<file path="config.mk">
export PLATFORM = sky130hd
export DESIGN_NAME = interrupt_vector_mapper
export DESIGN_NICKNAME = d
export VERILOG_FILES = /design/src/hw/ivm_pkg.sv /design/src/hw/event_latch.sv /design/src/hw/lowest_first.sv /design/src/hw/interrupt_vector_mapper.sv
export VERILOG_INCLUDE_DIRS = /design/src /design/src/hw
export SDC_FILE = /design/constraint.sdc
export NUM_CORES = 1
export LEC_CHECK = 0
export BUFFER_PORTS_ARGS = -buffer_cell sky130_fd_sc_hd__buf_4
export CORE_ASPECT_RATIO = 0.9
export CORE_MARGIN = 4
export CORE_UTILIZATION = 30
export CTS_CLUSTER_DIAMETER = 40
export DETAILED_ROUTE_END_ITERATION = 10
export GPL_ROUTABILITY_DRIVEN = 1
export GPL_TIMING_DRIVEN = 0
export PLACE_DENSITY_LB_ADDON = 0.2
export SETUP_SLACK_MARGIN = 0.05
export SLEW_MARGIN = 20
export SYNTH_ARGS = -nofsm -noshare
export SYNTH_HDL_FRONTEND = slang
export SYNTH_SLANG_ARGS = --single-unit
export TNS_END_PERCENT = 1
</file>
<file path="constraint.sdc">
create_clock -name mclk_in -period 3.7 [get_ports mclk_in]
set_input_delay 1.11 -clock mclk_in [delete_from_list [all_inputs] [get_ports mclk_in]]
set_output_delay 1.11 -clock mclk_in [all_outputs]
set_load 0.005 [all_outputs]
</file>
<file path="src/hw/ivm_defs.svh">
// constants of the interrupt vector mapper
`ifndef IVM_DEFS_SVH
`define IVM_DEFS_SVH

`define VEC_W             8
`define VEC_IDX_W         6
`define VEC_COUNT         64
`define RES_COUNT         48
`define LEVEL_IDX_W       6
`define FIXED_LEVEL_W     5
`define ADDR_W            32
`define TABLE_TOP         32'h0000_03fc
`define PERIPH_BASE       8'h10
`define NMI_FIXED_LEVEL   5'h0f

`define VEC_IAP           6
`define VEC_DAP           7
`define VEC_DATA_ERR      8
`define VEC_UNDEF         14
`define VEC_NMI           15
`define VEC_EXT_LO        16
`define VEC_EXT_HI        17
`define VEC_RELOAD_A      18
`define VEC_RELOAD_B      19
`define VEC_SER0_RX       20
`define VEC_PULSE_BASE    28
`define VEC_GEN_BASE      34
`define VEC_SER8_RX       45
`define VEC_OSC_TIMERS    46
`define VEC_CAL_SUB       47
`define VEC_CAL_RC        48
`define VEC_SER9_TX       49
`define VEC_FRT4          50
`define VEC_FRT35         51
`define VEC_SER10_RX      52
`define VEC_SER10_TX      53
`define VEC_SER11_RX      54
`define VEC_WAVE          55
`define VEC_TRIP          56
`define VEC_LAST_USED     56

`define SER_LO_CH         4
`define PULSE_GROUPS      6
`define PULSE_GROUP_CH    8
`define PULSE_DMA_GROUPS  3
`define GEN_COUNT         11

`endif

</file>
<file path="src/hw/ivm_pkg.sv">
// types of the interrupt vector mapper
`default_nettype none

package ivm_pkg;

    typedef enum logic [3:0] {
        CLS_NONE   = 4'b0001,
        CLS_EXC    = 4'b0010,
        CLS_NMI    = 4'b0100,
        CLS_PERIPH = 4'b1000
    } req_class_type;

endpackage : ivm_pkg

`default_nettype wire

</file>
<file path="src/hw/event_latch.sv">
// sticky pending bits for pulsed events, set wins over clear
`default_nettype none

module event_latch #(
    parameter int WIDTH = 4
) (
    input  wire logic             mclk_in,
    input  wire logic             rst_in,
    input  wire logic [WIDTH-1:0] set_in,
    input  wire logic [WIDTH-1:0] clr_in,
    output var  logic [WIDTH-1:0] pend_out
);

    if (WIDTH < 1) begin : g_chk
        $error("event_latch: WIDTH must be at least 1");
    end

    logic [WIDTH-1:0] pend_nxt;

    assign pend_nxt = (pend_out & ~clr_in) | set_in;

    always_ff @(posedge mclk_in or posedge rst_in) begin
        if (rst_in) begin
            pend_out <= '0;
        end else begin
            pend_out <= pend_nxt;
        end
    end

endmodule : event_latch

`default_nettype wire

</file>
<file path="src/hw/lowest_first.sv">
// priority encoder, the lowest set bit wins
`default_nettype none

module lowest_first #(
    parameter int WIDTH = 64,
    parameter int IDX_W = 6
) (
    input  wire logic [WIDTH-1:0] req_in,
    output var  logic             found_out,
    output var  logic [IDX_W-1:0] idx_out
);

    if ((WIDTH < 2) || ((1 << IDX_W) < WIDTH)) begin : g_chk
        $error("lowest_first: IDX_W too narrow for WIDTH");
    end

    always_comb begin
        found_out = 1'b0;
        idx_out   = '0;
        for (int i = WIDTH - 1; i >= 0; i--) begin
            if (req_in[i]) begin
                found_out = 1'b1;
                idx_out   = IDX_W'(i);
            end
        end
    end

endmodule : lowest_first

`default_nettype wire

</file>
<file path="src/hw/interrupt_vector_mapper.sv">
// maps exception, nmi and peripheral requests onto vectors, table addresses, level indices and dma requests
`default_nettype none

`include "ivm_defs.svh"

module interrupt_vector_mapper
    import ivm_pkg::*;
(
    input  wire logic                        mclk_in,
    input  wire logic                        rst_in,
    // core side
    input  wire logic [`ADDR_W-1:0]          vector_table_base_in,
    input  wire logic                        irq_ack_in,
    output var  logic                        irq_valid_out,
    output var  logic [`VEC_W-1:0]           irq_vector_out,
    output var  logic [`ADDR_W-1:0]          irq_vector_addr_out,
    output var  logic [`LEVEL_IDX_W-1:0]     irq_level_index_out,
    output var  logic                        irq_level_index_valid_out,
    output var  logic [`FIXED_LEVEL_W-1:0]   irq_fixed_level_out,
    output var  req_class_type               irq_class_out,
    // dma controller side
    output var  logic [`RES_COUNT-1:0]       dma_req_out,
    // exception events, one-cycle pulses
    input  wire logic                        instr_prot_viol_in,
    input  wire logic                        data_prot_viol_in,
    input  wire logic                        data_access_err_in,
    input  wire logic                        undef_instr_in,
    // nmi events, one-cycle pulses
    input  wire logic                        bus_diag_err_in,
    input  wire logic                        crossbar_ram_dbl_err_in,
    input  wire logic                        backup_ram_dbl_err_in,
    input  wire logic                        timing_protection_viol_in,
    // peripheral request levels
    input  wire logic [15:0]                 ext_int_in,
    input  wire logic                        low_voltage_det_in,
    input  wire logic [7:0]                  reload_timer_in,
    input  wire logic [`SER_LO_CH-1:0]       serial_lo_rx_in,
    input  wire logic [`SER_LO_CH-1:0]       serial_lo_status_in,
    input  wire logic [`SER_LO_CH-1:0]       serial_lo_tx_in,
    input  wire logic [3:0]                  serial_hi_rx_in,
    input  wire logic [3:0]                  serial_hi_status_in,
    input  wire logic [3:0]                  serial_hi_tx_in,
    input  wire logic [47:0]                 pulse_gen_in,
    input  wire logic [`GEN_COUNT-1:0]       generic_req_in,
    input  wire logic [3:0]                  capture16_in,
    input  wire logic [9:4]                  capture32_in,
    input  wire logic [5:0]                  compare16_in,
    input  wire logic [5:3]                  free_run32_in,
    input  wire logic [2:0]                  osc_stab_timer_in,
    input  wire logic                        clk_cal_sub_in,
    input  wire logic                        clk_cal_rc_in,
    input  wire logic [31:0]                 adc_done_in,
    input  wire logic [2:0]                  wave_dead_underflow_in,
    input  wire logic [2:0]                  wave_dead_reload_in,
    input  wire logic                        dead_time_trip_input_in
);

    //--------------------------------------------------------------------------
    // helpers
    //--------------------------------------------------------------------------

    function automatic logic [`ADDR_W-1:0] vec_addr(input logic [`ADDR_W-1:0] base, input logic [`VEC_W-1:0] v);
        vec_addr = base + `TABLE_TOP - {22'h0, v, 2'b00};
    endfunction : vec_addr

    function automatic logic [`LEVEL_IDX_W-1:0] periph_index(input logic [`VEC_W-1:0] v);
        logic [`VEC_W-1:0] d;
        d = v - `PERIPH_BASE;
        periph_index = d[`LEVEL_IDX_W-1:0];
    endfunction : periph_index

    //--------------------------------------------------------------------------
    // exception and nmi pending bits
    //--------------------------------------------------------------------------

    logic [7:0] evt_set;
    logic [7:0] evt_clr;
    logic [7:0] evt_pend;
    logic       ack_exc_iap;
    logic       ack_exc_dap;
    logic       ack_exc_derr;
    logic       ack_exc_undef;
    logic       ack_nmi;
    logic       nmi_pend;

    assign evt_set = {timing_protection_viol_in, backup_ram_dbl_err_in, crossbar_ram_dbl_err_in, bus_diag_err_in,
                      undef_instr_in, data_access_err_in, data_prot_viol_in, instr_prot_viol_in};

    assign ack_exc_iap   = irq_ack_in && irq_valid_out && (irq_vector_out == `VEC_W'(`VEC_IAP));
    assign ack_exc_dap   = irq_ack_in && irq_valid_out && (irq_vector_out == `VEC_W'(`VEC_DAP));
    assign ack_exc_derr  = irq_ack_in && irq_valid_out && (irq_vector_out == `VEC_W'(`VEC_DATA_ERR));
    assign ack_exc_undef = irq_ack_in && irq_valid_out && (irq_vector_out == `VEC_W'(`VEC_UNDEF));
    assign ack_nmi       = irq_ack_in && irq_valid_out && (irq_vector_out == `VEC_W'(`VEC_NMI));

    // one nmi acknowledge retires every nmi source seen so far
    assign evt_clr = {{4{ack_nmi}}, ack_exc_undef, ack_exc_derr, ack_exc_dap, ack_exc_iap};

    event_latch #(
        .WIDTH (8)
    ) u_events (
        .mclk_in  (mclk_in),
        .rst_in   (rst_in),
        .set_in   (evt_set),
        .clr_in   (evt_clr),
        .pend_out (evt_pend)
    );

    assign nmi_pend = |evt_pend[7:4];

    //--------------------------------------------------------------------------
    // per-vector request and dma maps
    //--------------------------------------------------------------------------

    logic [`VEC_COUNT-1:0] req_vec;
    logic [`RES_COUNT-1:0] dma_vec;

    assign req_vec[5:0]             = 6'h00;
    assign req_vec[`VEC_IAP]        = evt_pend[0];
    assign req_vec[`VEC_DAP]        = evt_pend[1];
    assign req_vec[`VEC_DATA_ERR]   = evt_pend[2];
    assign req_vec[13:9]            = 5'h00;
    assign req_vec[`VEC_UNDEF]      = evt_pend[3];
    assign req_vec[`VEC_NMI]        = nmi_pend;

    assign req_vec[`VEC_EXT_LO]     = |ext_int_in[7:0];
    assign dma_vec[0]               = |ext_int_in[7:0];
    assign req_vec[`VEC_EXT_HI]     = |ext_int_in[15:8] | low_voltage_det_in;
    assign dma_vec[1]               = |ext_int_in[15:8];

    assign req_vec[`VEC_RELOAD_A]   = reload_timer_in[0] | reload_timer_in[1] | reload_timer_in[4] | reload_timer_in[5];
    assign dma_vec[2]               = reload_timer_in[0] | reload_timer_in[1];
    assign req_vec[`VEC_RELOAD_B]   = reload_timer_in[2] | reload_timer_in[3] | reload_timer_in[6] | reload_timer_in[7];
    assign dma_vec[3]               = reload_timer_in[2] | reload_timer_in[3];

    // low serial channels: receive/status then transmit on consecutive vectors
    for (genvar k = 0; k < `SER_LO_CH; k++) begin : g_ser_lo
        localparam int RXV = `VEC_SER0_RX + 2 * k;
        assign req_vec[RXV]       = serial_lo_rx_in[k] | serial_lo_status_in[k];
        assign dma_vec[RXV - 16]  = serial_lo_rx_in[k];
        assign req_vec[RXV + 1]   = serial_lo_tx_in[k];
        assign dma_vec[RXV - 15]  = serial_lo_tx_in[k];
    end

    // pulse generators in groups of eight channels
    for (genvar g = 0; g < `PULSE_GROUPS; g++) begin : g_pulse
        localparam int PV = `VEC_PULSE_BASE + g;
        assign req_vec[PV] = |pulse_gen_in[g*`PULSE_GROUP_CH +: `PULSE_GROUP_CH];
        if (g < `PULSE_DMA_GROUPS) begin : g_dma
            assign dma_vec[PV - 16] = |pulse_gen_in[g*`PULSE_GROUP_CH +: `PULSE_GROUP_CH];
        end else begin : g_nodma
            assign dma_vec[PV - 16] = 1'b0;
        end
    end

    for (genvar n = 0; n < `GEN_COUNT; n++) begin : g_generic
        assign req_vec[`VEC_GEN_BASE + n]      = generic_req_in[n];
        assign dma_vec[`VEC_GEN_BASE + n - 16] = generic_req_in[n];
    end

    assign req_vec[`VEC_SER8_RX]    = serial_hi_rx_in[0] | serial_hi_status_in[0] | capture16_in[0] | capture16_in[1];
    assign dma_vec[29]              = serial_hi_rx_in[0] | capture16_in[0] | capture16_in[1];
    assign req_vec[`VEC_OSC_TIMERS] = |osc_stab_timer_in | serial_hi_tx_in[0];
    assign dma_vec[30]              = |osc_stab_timer_in | serial_hi_tx_in[0];
    assign req_vec[`VEC_CAL_SUB]    = capture16_in[2] | capture16_in[3] | clk_cal_sub_in | serial_hi_rx_in[1];
    assign dma_vec[31]              = capture16_in[2] | capture16_in[3] | serial_hi_rx_in[1];
    assign req_vec[`VEC_CAL_RC]     = serial_hi_status_in[1] | (|adc_done_in) | clk_cal_rc_in;
    assign dma_vec[32]              = |adc_done_in;
    assign req_vec[`VEC_SER9_TX]    = serial_hi_tx_in[1] | compare16_in[0] | compare16_in[1];
    assign dma_vec[33]              = serial_hi_tx_in[1] | compare16_in[0] | compare16_in[1];
    assign req_vec[`VEC_FRT4]       = free_run32_in[4] | compare16_in[2] | compare16_in[3];
    assign dma_vec[34]              = compare16_in[2] | compare16_in[3];
    assign req_vec[`VEC_FRT35]      = free_run32_in[3] | free_run32_in[5] | compare16_in[4] | compare16_in[5];
    assign dma_vec[35]              = compare16_in[4] | compare16_in[5];
    assign req_vec[`VEC_SER10_RX]   = capture32_in[6] | serial_hi_rx_in[2] | serial_hi_status_in[2];
    assign dma_vec[36]              = capture32_in[6] | serial_hi_rx_in[2];
    assign req_vec[`VEC_SER10_TX]   = capture32_in[7] | serial_hi_tx_in[2];
    assign dma_vec[37]              = capture32_in[7] | serial_hi_tx_in[2];
    assign req_vec[`VEC_SER11_RX]   = capture32_in[8] | serial_hi_rx_in[3] | serial_hi_status_in[3];
    assign dma_vec[38]              = capture32_in[8] | serial_hi_rx_in[3];
    assign req_vec[`VEC_WAVE]       = capture32_in[9] | (|wave_dead_underflow_in) | (|wave_dead_reload_in);
    assign dma_vec[39]              = capture32_in[9] | (|wave_dead_underflow_in) | (|wave_dead_reload_in);
    assign req_vec[`VEC_TRIP]       = dead_time_trip_input_in | capture32_in[4] | serial_hi_tx_in[3];
    assign dma_vec[40]              = dead_time_trip_input_in | capture32_in[4] | serial_hi_tx_in[3];

    // vectors past the last mapped source carry no resource
    assign req_vec[`VEC_COUNT-1:`VEC_LAST_USED+1] = 7'h00;
    assign dma_vec[`RES_COUNT-1:`VEC_LAST_USED-15] = 7'h00;

    //--------------------------------------------------------------------------
    // selection
    //--------------------------------------------------------------------------

    logic                  sel_found;
    logic [`VEC_IDX_W-1:0] sel_idx;
    logic [`VEC_W-1:0]     sel_vec;
    logic                  sel_periph;
    logic                  sel_nmi;

    // exceptions and nmi sit below 16 so they beat every peripheral
    lowest_first #(
        .WIDTH (`VEC_COUNT),
        .IDX_W (`VEC_IDX_W)
    ) u_select (
        .req_in    (req_vec),
        .found_out (sel_found),
        .idx_out   (sel_idx)
    );

    assign sel_vec    = {2'b00, sel_idx};
    assign sel_periph = sel_vec >= `PERIPH_BASE;
    assign sel_nmi    = sel_vec == `VEC_W'(`VEC_NMI);

    //--------------------------------------------------------------------------
    // registered answer to the core and dma controller
    //--------------------------------------------------------------------------

    logic                        valid_nxt;
    logic [`ADDR_W-1:0]          addr_nxt;
    logic [`LEVEL_IDX_W-1:0]     level_idx_nxt;
    logic [`FIXED_LEVEL_W-1:0]   fixed_level_nxt;
    req_class_type               class_nxt;

    // drop valid for one cycle after an acknowledge so a stale vector is never offered twice
    assign valid_nxt       = sel_found && !irq_ack_in;
    assign addr_nxt        = vec_addr(vector_table_base_in, sel_vec);
    assign level_idx_nxt   = sel_periph ? periph_index(sel_vec) : `LEVEL_IDX_W'(0);
    assign fixed_level_nxt = sel_nmi ? `NMI_FIXED_LEVEL : `FIXED_LEVEL_W'(0);
    assign class_nxt       = !valid_nxt ? CLS_NONE :
                             sel_periph ? CLS_PERIPH :
                             sel_nmi    ? CLS_NMI : CLS_EXC;

    always_ff @(posedge mclk_in or posedge rst_in) begin
        if (rst_in) begin
            irq_valid_out             <= 1'b0;
            irq_vector_out            <= '0;
            irq_vector_addr_out       <= '0;
            irq_level_index_out       <= '0;
            irq_level_index_valid_out <= 1'b0;
            irq_fixed_level_out       <= '0;
            irq_class_out             <= CLS_NONE;
        end else begin
            irq_valid_out             <= valid_nxt;
            irq_vector_out            <= sel_vec;
            irq_vector_addr_out       <= addr_nxt;
            irq_level_index_out       <= level_idx_nxt;
            irq_level_index_valid_out <= valid_nxt && sel_periph;
            irq_fixed_level_out       <= fixed_level_nxt;
            irq_class_out             <= class_nxt;
        end
    end

    // dma request lines indexed by resource number, vector minus 16
    always_ff @(posedge mclk_in or posedge rst_in) begin
        if (rst_in) begin
            dma_req_out <= '0;
        end else begin
            dma_req_out <= dma_vec;
        end
    end

endmodule : interrupt_vector_mapper

`default_nettype wire

</file>
# Yosys cells after proc, flatten, opt, wreduce, memory -nomap -nowiden
# Cells that the tools add are included.
dict set report word_totals {
  latch_bits 0
  memories 0
  mem_bits_ro 0
  ram_bits 0
  ff_bits 100
  out_inout_bits 105
  elab_cells 182
  inputBits 214
}
dict set report op_classes {
  shifts 0
  n_bitwise 44
  order_cmp 1
  add_sub_neg 3
  mux 97
  div 0
  eq_ne 6
  mul 0
  reduce_logical 22
}
# op count
set op_table {}
lappend op_table {{$mux 6} 47}
lappend op_table {{$reduce_or 8->1} 8}
lappend op_table {{$mux 1} 46}
lappend op_table {{$or 1x1->1} 41}
lappend op_table {{$add 32x10->32 const B} 1}
lappend op_table {{$reduce_or 32->1} 1}
lappend op_table {{$sub 32x8->32} 1}
lappend op_table {{$eq 6x4->1 const B} 4}
lappend op_table {{$eq 6x3->1 const B} 2}
lappend op_table {{$mux 4} 3}
lappend op_table {{$reduce_or 3->1} 3}
lappend op_table {{$and 8x8->8} 1}
lappend op_table {{$logic_and 1x1->1} 8}
lappend op_table {{$not 8->8} 1}
lappend op_table {{$or 8x8->8} 1}
lappend op_table {{$ge 6x5->1 const B} 1}
lappend op_table {{$sub 6x5->6 const B} 1}
lappend op_table {{$reduce_or 4->1} 1}
lappend op_table {{$mux 3} 1}
lappend op_table {{$logic_not 1->1} 1}

# Logic depth before layout (Yosys ltp)
# Gate-level depths: netlist of the first run.
dict set report logic_depth {
  word_depth 52
  ltp_mapped 19
  depth_no_buf 19
}

# Hierarchy
# Synthesis of the first run repeated with hierarchy kept, for this count alone.
dict set report hier_totals {
  hier_cells 648
  hier_area_um2 5781.8
}
# module cells_per_inst instances area_each_um2
set by_module_without_submodules {}
lappend by_module_without_submodules {interrupt_vector_mapper 483 1 4724.5}
lappend by_module_without_submodules {lowest_first 140 1 763.2}
lappend by_module_without_submodules {event_latch 25 1 294.0}

# Worst setup path after synthesis of the first run
# Ideal clock, no wire load.
dict set report synth_path {
  path_kind {input -> register}
  from {in serial_hi_rx_in[2]}
  to {reg irq_vector_addr_out[30]}
  slack_ps -1548
  setup_time_ps 71
  path_stages 17
  t_arrival_ps 5177
  required_time_ps 3629
  path_cell_list {or3_1 or4_1 or4_1 or3_4 nand3_1 inv_1 ha_1 inv_1 ha_1 a21oi_1 nand2_1 o31ai_1 a31o_2 o21a_1 a31oi_1 or4_1 nand4_1}
}
dict set report synth_via {
  elab_chain_len 45
}
# item line_no
set synth_rtl {}
lappend synth_rtl {{from (decl)} interrupt_vector_mapper.sv:40} ;# input wire logic [3:0] serial_hi_rx_in,
lappend synth_rtl {{$or 1x1->1 (2 in a row)} interrupt_vector_mapper.sv:174} ;# assign req_vec[`VEC_SER10_RX] = capture32_in[6] | serial_hi_rx_in[2] | serial_hi_status_in[2];
lappend synth_rtl {{$mux 6 (42 in a row)} lowest_first.sv:21} ;# if (req_in[i]) begin
lappend synth_rtl {{net sel_idx[5]} interrupt_vector_mapper.sv:194} ;# logic [`VEC_IDX_W-1:0] sel_idx;
lappend synth_rtl {{$sub 32x8->32} interrupt_vector_mapper.sv:63} ;# vec_addr = base + `TABLE_TOP - {22'h0, v, 2'b00};
lappend synth_rtl {{net addr_nxt[30]} interrupt_vector_mapper.sv:218} ;# logic [`ADDR_W-1:0] addr_nxt;
lappend synth_rtl {{to (signal assigned)} interrupt_vector_mapper.sv:244} ;# irq_vector_addr_out <= addr_nxt;
lappend synth_rtl {{to (decl)} interrupt_vector_mapper.sv:16} ;# output var logic [`ADDR_W-1:0] irq_vector_addr_out,
# The timed path passes the listed nets, and every way through them passes these cells.

# Final worst setup path of the first run
dict set report layout_path {
  from {in adc_done_in[17]}
  to {reg irq_vector_addr_out[24]}
}
dict set report layout_via {
  elab_chain_len 42
}
# item line_no
set layout_rtl {}
lappend layout_rtl {{from (decl)} interrupt_vector_mapper.sv:52} ;# input wire logic [31:0] adc_done_in,
lappend layout_rtl {{$reduce_or 32->1} interrupt_vector_mapper.sv:166} ;# assign req_vec[`VEC_CAL_RC] = serial_hi_status_in[1] | (|adc_done_in) | clk_cal_rc_in;
lappend layout_rtl {{$or 1x1->1 (2 in a row)} interrupt_vector_mapper.sv:166}
lappend layout_rtl {{$mux 6 (38 in a row)} lowest_first.sv:21}
lappend layout_rtl {{net sel_idx[5]} interrupt_vector_mapper.sv:194}
lappend layout_rtl {{$sub 32x8->32} interrupt_vector_mapper.sv:63}
lappend layout_rtl {{net addr_nxt[24]} interrupt_vector_mapper.sv:218}
# The timed path passes the listed nets, and every way through them passes these cells.

==> flow_metrics.py, run 1 <==
metrics = {
    "clock_network": {
        "cts_hold_buf": 0,
        "clkTransAtPathRegs_ns": 0.06,
        "cts_sinks": 96,
        "clock_path_buffers": 2,
        "insertion_delay_ns": 0.35,
        "htreeDepth": 3,
        "cts_tree": "yes",
        "root_buffer": "clkbuf_16",
        "cts_inserted_buffers": 9,
    },
    "worst_setup_path": {
        "worstSetupEndpointType": "flop",
        "crit_fanout": 4,
        "arrival_ns": 5.22,
        "required_ns": 3.93,
        "start_kind": "input port",
        "critPathKind": "in2reg",
    },
    "global_route": {
        "grt_pass1_wl_um": 27700,
        "grt_usage_pct": 17.9,
        "antenna_found_initial": 0,
        "grt_pass1_vias": 5259,
        "gr-total-overflow": 0,
        "grt_max_degree": 73,
    },
    "final_layout": {
        "multi_input_area_um2": 3030,
        "fillers": 1620,
        "drive_above_1_share_pct": 50.2,
        "n_antenna_cell": 0,
        "nNetsFinal": 1133,
        "mostFrequentLayoutCells": "331 x buf_4, 95 x dfrtp_1, 48 x inv_1, 34 x nor2_1, 29 x ha_1",
        "areaGrowthSynthToFinish_pct": 69.2,
        "sequential_cell_area_um2": 2400,
        "final_cell_area_um2": 8860,
        "fin_cells": 1123,
        "final_common_cell": "buf_4",
    },
    "timing": {
        "setup-violations-final": 28,
        "fmax_ghz": 0.201,
        "slew_headroom_pct": 44.8,
        "hold_viol": 0,
        "setup_ws_ns": -1.29,
        "fin_crit_ns": 4.99,
        "drv_slew": 0,
        "tightest_slew_ns": 0.821,
        "hold_ws_ns": 0.475,
        "rsz0062_at_grt": "yes",
        "fin_crit_sh_pct": 135,
        "tns_ns": -26.70,
        "fin_worst_skew_ns": 0.00505,
    },
    "yosys": {
        "ys_types": 54,
        "synth_area_um2": 5240,
        "synth_ff_type": "dfrtp_1",
        "ys_ff_latch": 96,
        "synth-edff-count": 0,
        "yosysSeqAreaShare_pct": 45.9,
        "async_reset_ff_share_pct": 100,
        "syn_area_per_cell_um2": 9.68,
        "synthCells": 541,
        "synth.yosys.warnings": 0,
    },
    "routing": {
        "routedWlPerCell_um": 16.5,
        "ant_nets": 0,
        "vias": 5164,
        "drc": 0,
        "via_per_inst": 4.60,
        "first_pass_iters": 4,
        "wl_um": 18500,
        "drt-initial-drc-count": 173,
    },
    "power": {
        "power_density_nw_per_um2": 338,
        "vdd_drop_max_mv": 0.204,
        "p_leak_nw": 4.10,
    },
    "placed_design": {
        "dp_hpwl_um": 15000,
        "place_congestion": 0.827,
        "dp.cells": 1093,
        "placedInstanceArea_um2": 7960,
        "io_buffers": 304,
        "place_ws_ns": -2.18,
    },
    "floorplan": {
        "io_pins": 319,
        "start_util_pct": 30.8,
        "die_h_um": 133,
        "core_um2": 17000,
        "die_w_um": 147,
        "num_rows": 45,
        "die_area_um2": 19600,
    },
    "flow_run": {
        "drv_cap": 0,
    },
    "min_path": {
        "min_path_type": "reg2reg",
    },
    "run_status": {
        "status": "finished with violations",
        "violations": "setup timing",
    },
}
-- Yosys cell counts, types with 2 or more instances --
master     number  share of area, %
and3_1          6              0.72
buf_4          18               2.6
a31oi_1         9               1.1
inv_1          54               3.9
and2_1          4              0.48
nor4_1         33               3.9
a21o_1         12               1.7
o21ai_0        14               1.3
nor2_1         37               2.7
a31o_2          2              0.33
or3_1          10               1.2
nand3_1        13               1.2
a21oi_1        33               3.2
or2_2           6              0.72
xnor2_1        22               3.7
nand4_1         7              0.84
or4_1           9               1.3
a2111oi_0       2              0.33
nor2b_1         5              0.60
o21a_1          5              0.72
ha_1           36               8.6
dfrtp_1        95                45
o2111ai_1       2              0.33
o31ai_1         6              0.86
a211oi_1        5              0.72
o41ai_1         2              0.33
o211ai_1        4              0.57
nor3b_1         2              0.29
nand2b_1        7              0.84
xor2_1          8               1.3
nand2_1        31               2.2
nor3_1         20               1.9
-- state kept, by name (all words and copies together) (netlist names) --
register,cells
irq_vector_out,6
irq_vector_addr_out,32
irq_class_out,4
irq_level_index_out,6
irq_valid_out,1
dma_req_out,38
u_events.pend_out,8
irq_fixed_level_out,1
-- per-stage QoR --
step / total power [mW] / util, %
global placement: 1.86 / 46.6
finish: 3.00 / 52.1
CTS: 3.02 / 50.9
detailed placement: 1.86 / 46.8
floorplan: 1.46 / -
global route: 3.15 / 52.1
-- worst max-delay path, stage by stage --
cell and delay, ns:
buf_6 0.09, nor4_4 0.30, nand4_1 0.17, or4_4 0.55
or4_4 0.54, or3_4 0.37, nand3_4 0.09, inv_4 0.04
ha_4 0.26, inv_4 0.03, ha_4 0.29, nand3_4 0.11
a211oi_4 0.23, o31ai_4 0.10, a31o_2 0.28, o21a_4 0.23
buf_6 0.13, nand2_1 0.06, a31oi_1 0.08, xnor2_1 0.14
-- power by group --
part,leakage (nW),internal (mW),switching [mW],total (mW)
Combinational,2.86,0.421,0.319,0.740
Clock,0.162,0.680,0.409,1.09
Sequential,1.08,1.14,0.0301,1.17
Total,4.10,2.24,0.758,3.00
-- logic make-up after synthesis --
family | synth area share [%]
AND/OR/NAND/NOR | 20.4
AO/OA/AOI/OAI | 13.5
other | 0.0716
buffers and inverters | 6.52
XOR/XNOR | 5.02
adder cells (fa/ha/maj) | 8.60
flip-flops | 45.9
-- layout make-up --
class	instances	share of cell area, %
Clock inverter	5	1.19
Clock buffer	11	2.74
Sequential cell	96	27.1
Timing Repair Buffer	319	27.5
Inverter	55	2.44
Multi-Input combinational cell	384	34.2
Buffer	18	1.53
Tap cell	235	3.32
-- repair_timing --
| action | 4_1_cts | 5_1_grt |
|---|---|---|
| buffers inserted | 9 | 5 |
| pin swaps | 29 | 33 |
| gates resized for setup | 58 | 33 |
| endpoints found under the setup margin | 30 | 29 |
| gates cloned | 0 | 0 |
-- routing by layer --
layer | vias to the layer above | GRT usage, % | routed length, um
met3 | 32 | 5.75 | 1310
li1 | 2589 | - | -
met1 | 2377 | 20.2 | 7370
met4 | 0 | 6.06 | 488
met5 | - | 0 | 0
met2 | 166 | 31.8 | 9340
-- path summary, 6_finish.rpt --
kind	startpoint	end	slack, ns	cells after the start
setup / recovery	adc_done_in[17]	irq_vector_addr_out[24]$_DFF_PP0_	-1.29	20
hold / removal	u_events.pend_out[7]$_DFF_PP0_	u_events.pend_out[7]$_DFF_PP0_	0.48	1
setup reg to reg	u_events.pend_out[4]$_DFF_PP0_	irq_vector_addr_out[30]$_DFF_PP0_	-0.64	15
hold reg to reg	u_events.pend_out[7]$_DFF_PP0_	u_events.pend_out[7]$_DFF_PP0_	0.48	1
max in group asynchronous	rst_in	irq_class_out[0]$_DFF_PP1_	2.33	3
min in group asynchronous	rst_in	irq_vector_addr_out[21]$_DFF_PP0_	0.71	2
(Power assumes the default switching activity.)
==> run 2: changes to the inputs <==
- CORE_UTILIZATION: 30 -> 40
==> run 2 against run 1 <==
  * The flow still finishes with violations (setup timing)
  * Fmax is 0.32% higher
  * Via count is 2.1% higher
  * Global-route usage is 4.5 points higher
  * Final cell count shrank 6.8%
  * Sequential power barely moved
  * Critical path type unchanged
  * Largest power group unchanged
  * Highest routed layer unchanged
==> flow_metrics.py, run 2 (synthesis gave the netlist of run 1 again) <==
metrics = {
    "run_status": {
        "status": "finished with violations",
        "violations": "setup timing",
    },
    "final_layout": {
        "n_antenna_cell": 0,
        "fin_cells": 1047,
        "largest_reg_flops": 38,
        "nNetsFinal": 1129,
        "mostFrequentLayoutCells": "324 x buf_4, 95 x dfrtp_1, 50 x inv_1, 35 x nor2_1, 32 x ha_1",
        "final_cell_area_um2": 8700,
        "final_common_cell": "buf_4",
        "drive_above_1_share_pct": 48.6,
        "areaGrowthSynthToFinish_pct": 66.1,
        "finish.utilization_pct": 68.3,
        "top_regs": "dma_req_out (38), irq_vector_addr_out (32), u_events.pend_out (8)",
        "largest_register": "dma_req_out",
    },
    "timing": {
        "drv_slew": 0,
        "tightest_slew_ns": 0.814,
        "fin_crit_ns": 4.97,
        "tns_ns": -24.73,
        "slew_headroom_pct": 45.6,
        "fin_worst_skew_ns": 0.00590,
        "fmax_ghz": 0.201,
        "setup_ws_ns": -1.27,
        "hold_ws_ns": 0.472,
        "setup-violations-final": 28,
        "rsz0062_at_grt": "yes",
        "hold_viol": 0,
        "fin_crit_sh_pct": 134,
    },
    "worst_setup_path": {
        "start_kind": "input port",
        "worstSetupEndpointType": "flop",
        "arrival_ns": 5.19,
        "r2r-end": "irq_vector_addr_out[30]$_DFF_PP0_",
        "r2r_start": "u_events.pend_out[4]$_DFF_PP0_",
        "crit_fanout": 4,
        "rrSetupSlack_ns": -0.56,
        "required_ns": 3.92,
        "critPathKind": "in2reg",
        "r2r_cells": 15,
    },
    "clock_network": {
        "cts_sinks": 96,
        "cts_inserted_buffers": 9,
        "root_buffer": "clkbuf_16",
        "htreeDepth": 3,
        "cts_hold_buf": 0,
        "clkTransAtPathRegs_ns": 0.06,
        "cts_tree": "yes",
        "insertion_delay_ns": 0.34,
        "clock_path_buffers": 2,
    },
    "global_route": {
        "grt_pass1_wl_um": 26400,
        "grt_pass1_vias": 5443,
        "antenna_found_initial": 0,
        "gr-total-overflow": 0,
        "grt_usage_pct": 22.3,
        "grt_max_degree": 75,
    },
    "power": {
        "combPwrFrac_pct": 26.1,
        "p_int_mw": 2.10,
        "p_switching_uw": 750,
        "power_density_nw_per_um2": 327,
        "power_frac_clock_pct": 32.8,
        "total_power_mw": 2.85,
        "seq_power_share_pct": 41.1,
        "vdd_drop_max_mv": 0.272,
        "netSwitchingFraction_pct": 26.3,
        "p_leak_nw": 4.07,
    },
    "routing": {
        "via_per_inst": 5.03,
        "vias": 5270,
        "wl_um": 17900,
        "drc": 0,
        "routedWlPerCell_um": 17.1,
        "drt-initial-drc-count": 170,
        "ant_nets": 0,
        "first_pass_iters": 4,
    },
    "placed_design": {
        "place_congestion": 0.838,
        "dp.cells": 1022,
        "placedInstanceArea_um2": 7870,
        "io_buffers": 304,
        "dp_hpwl_um": 14400,
        "place_ws_ns": -2.10,
    },
    "min_path": {
        "min_path_cells": 1,
        "min_path_type": "reg2reg",
        "hold_start": "u_events.pend_out[5]$_DFF_PP0_",
        "hold_end": "u_events.pend_out[5]$_DFF_PP0_",
    },
    "floorplan": {
        "io_pins": 319,
        "die_area_um2": 15000,
        "core_um2": 12700,
        "num_rows": 39,
        "die_w_um": 129,
        "die_h_um": 117,
        "start_util_pct": 41.1,
    },
    "flow_run": {
        "drv_cap": 0,
    },
}
run 2: changes by cell type in the layout (fill, tap and decap cells not counted), moves of 4 or more:
cell / previous run / this run
nor4_4: 1 / 7
buf_4: 331 / 324
a21oi_1: 21 / 25
nor4_2: 15 / 9
a21oi_2: 12 / 8
run 2: worst max-delay path by stage:
| stage | startpoint | endpoint | slack [ns] | depth (start not counted) |
|---|---|---|---|---|
| floorplan | adc_done_in[25] | irq_vector_addr_out[30]$_DFF_PP0_ | -1.27 | 18 |
| global placement | pulse_gen_in[29] | irq_vector_addr_out[31]$_DFF_PP0_ | -2.05 | 19 |
| detailed placement | pulse_gen_in[13] | irq_vector_addr_out[30]$_DFF_PP0_ | -2.10 | 20 |
| CTS | adc_done_in[22] | irq_vector_addr_out[26]$_DFF_PP0_ | -1.32 | 21 |
| global route | adc_done_in[21] | irq_vector_addr_out[26]$_DFF_PP0_ | -1.43 | 21 |
| finish | adc_done_in[2] | irq_vector_addr_out[24]$_DFF_PP0_ | -1.27 | 21 |
run 2: worst max-delay path: stages:
cell and delay (ns):
buf_4 0.11, nor4_1 0.28, nand4_1 0.20, or4_4 0.51
nor2_4 0.15, a21oi_2 0.06, o21ai_1 0.17, o2111ai_2 0.16
o211ai_1 0.22, ha_1 0.32, inv_2 0.07, ha_4 0.14
or3b_4 0.40, a211oi_4 0.29, o31ai_4 0.11, a31o_4 0.24
o21a_4 0.22, buf_6 0.13, nand2_2 0.07, a31oi_2 0.08
xnor2_1 0.14
run 2: repair_timing:
action	in CTS	in global routing
gates cloned	0	0
pin swaps	21	31
setup endpoints to repair	30	29
gates resized for setup	51	33
setup buffers	5	5
run 2: final cells by class:
type / count / area (um^2)
clock buffer: 10 / 239
multi-input combinational: 384 / 3030
sequential: 96 / 2400
timing repair buffer: 315 / 2410
buffer: 18 / 135
clock inverter: 5 / 57.6
fill: 987 / 4040
inverter: 55 / 211
tap: 164 / 205
run 2: routing by layer:
metal	track usage, %	share of wire [%]	up-vias
li1	-	-	2578
met1	24.9	37	2470
met2	41.7	53	190
met3	5.90	6.9	32
met4	7.00	2.7	0
met5	0	0	-
run 2: power groups by stage:
stage / Clock (mW) / Sequential, mW / Combinational, mW
6_report: 0.933 / 1.17 / 0.744
5_1_grt: 1.00 / 1.18 / 0.812
4_1_cts: 0.954 / 1.17 / 0.716
3_5_place_dp: 0 / 1.19 / 0.672
3_3_place_gp: 0 / 1.19 / 0.652
2_1_floorplan: 0 / 1.20 / 0.262
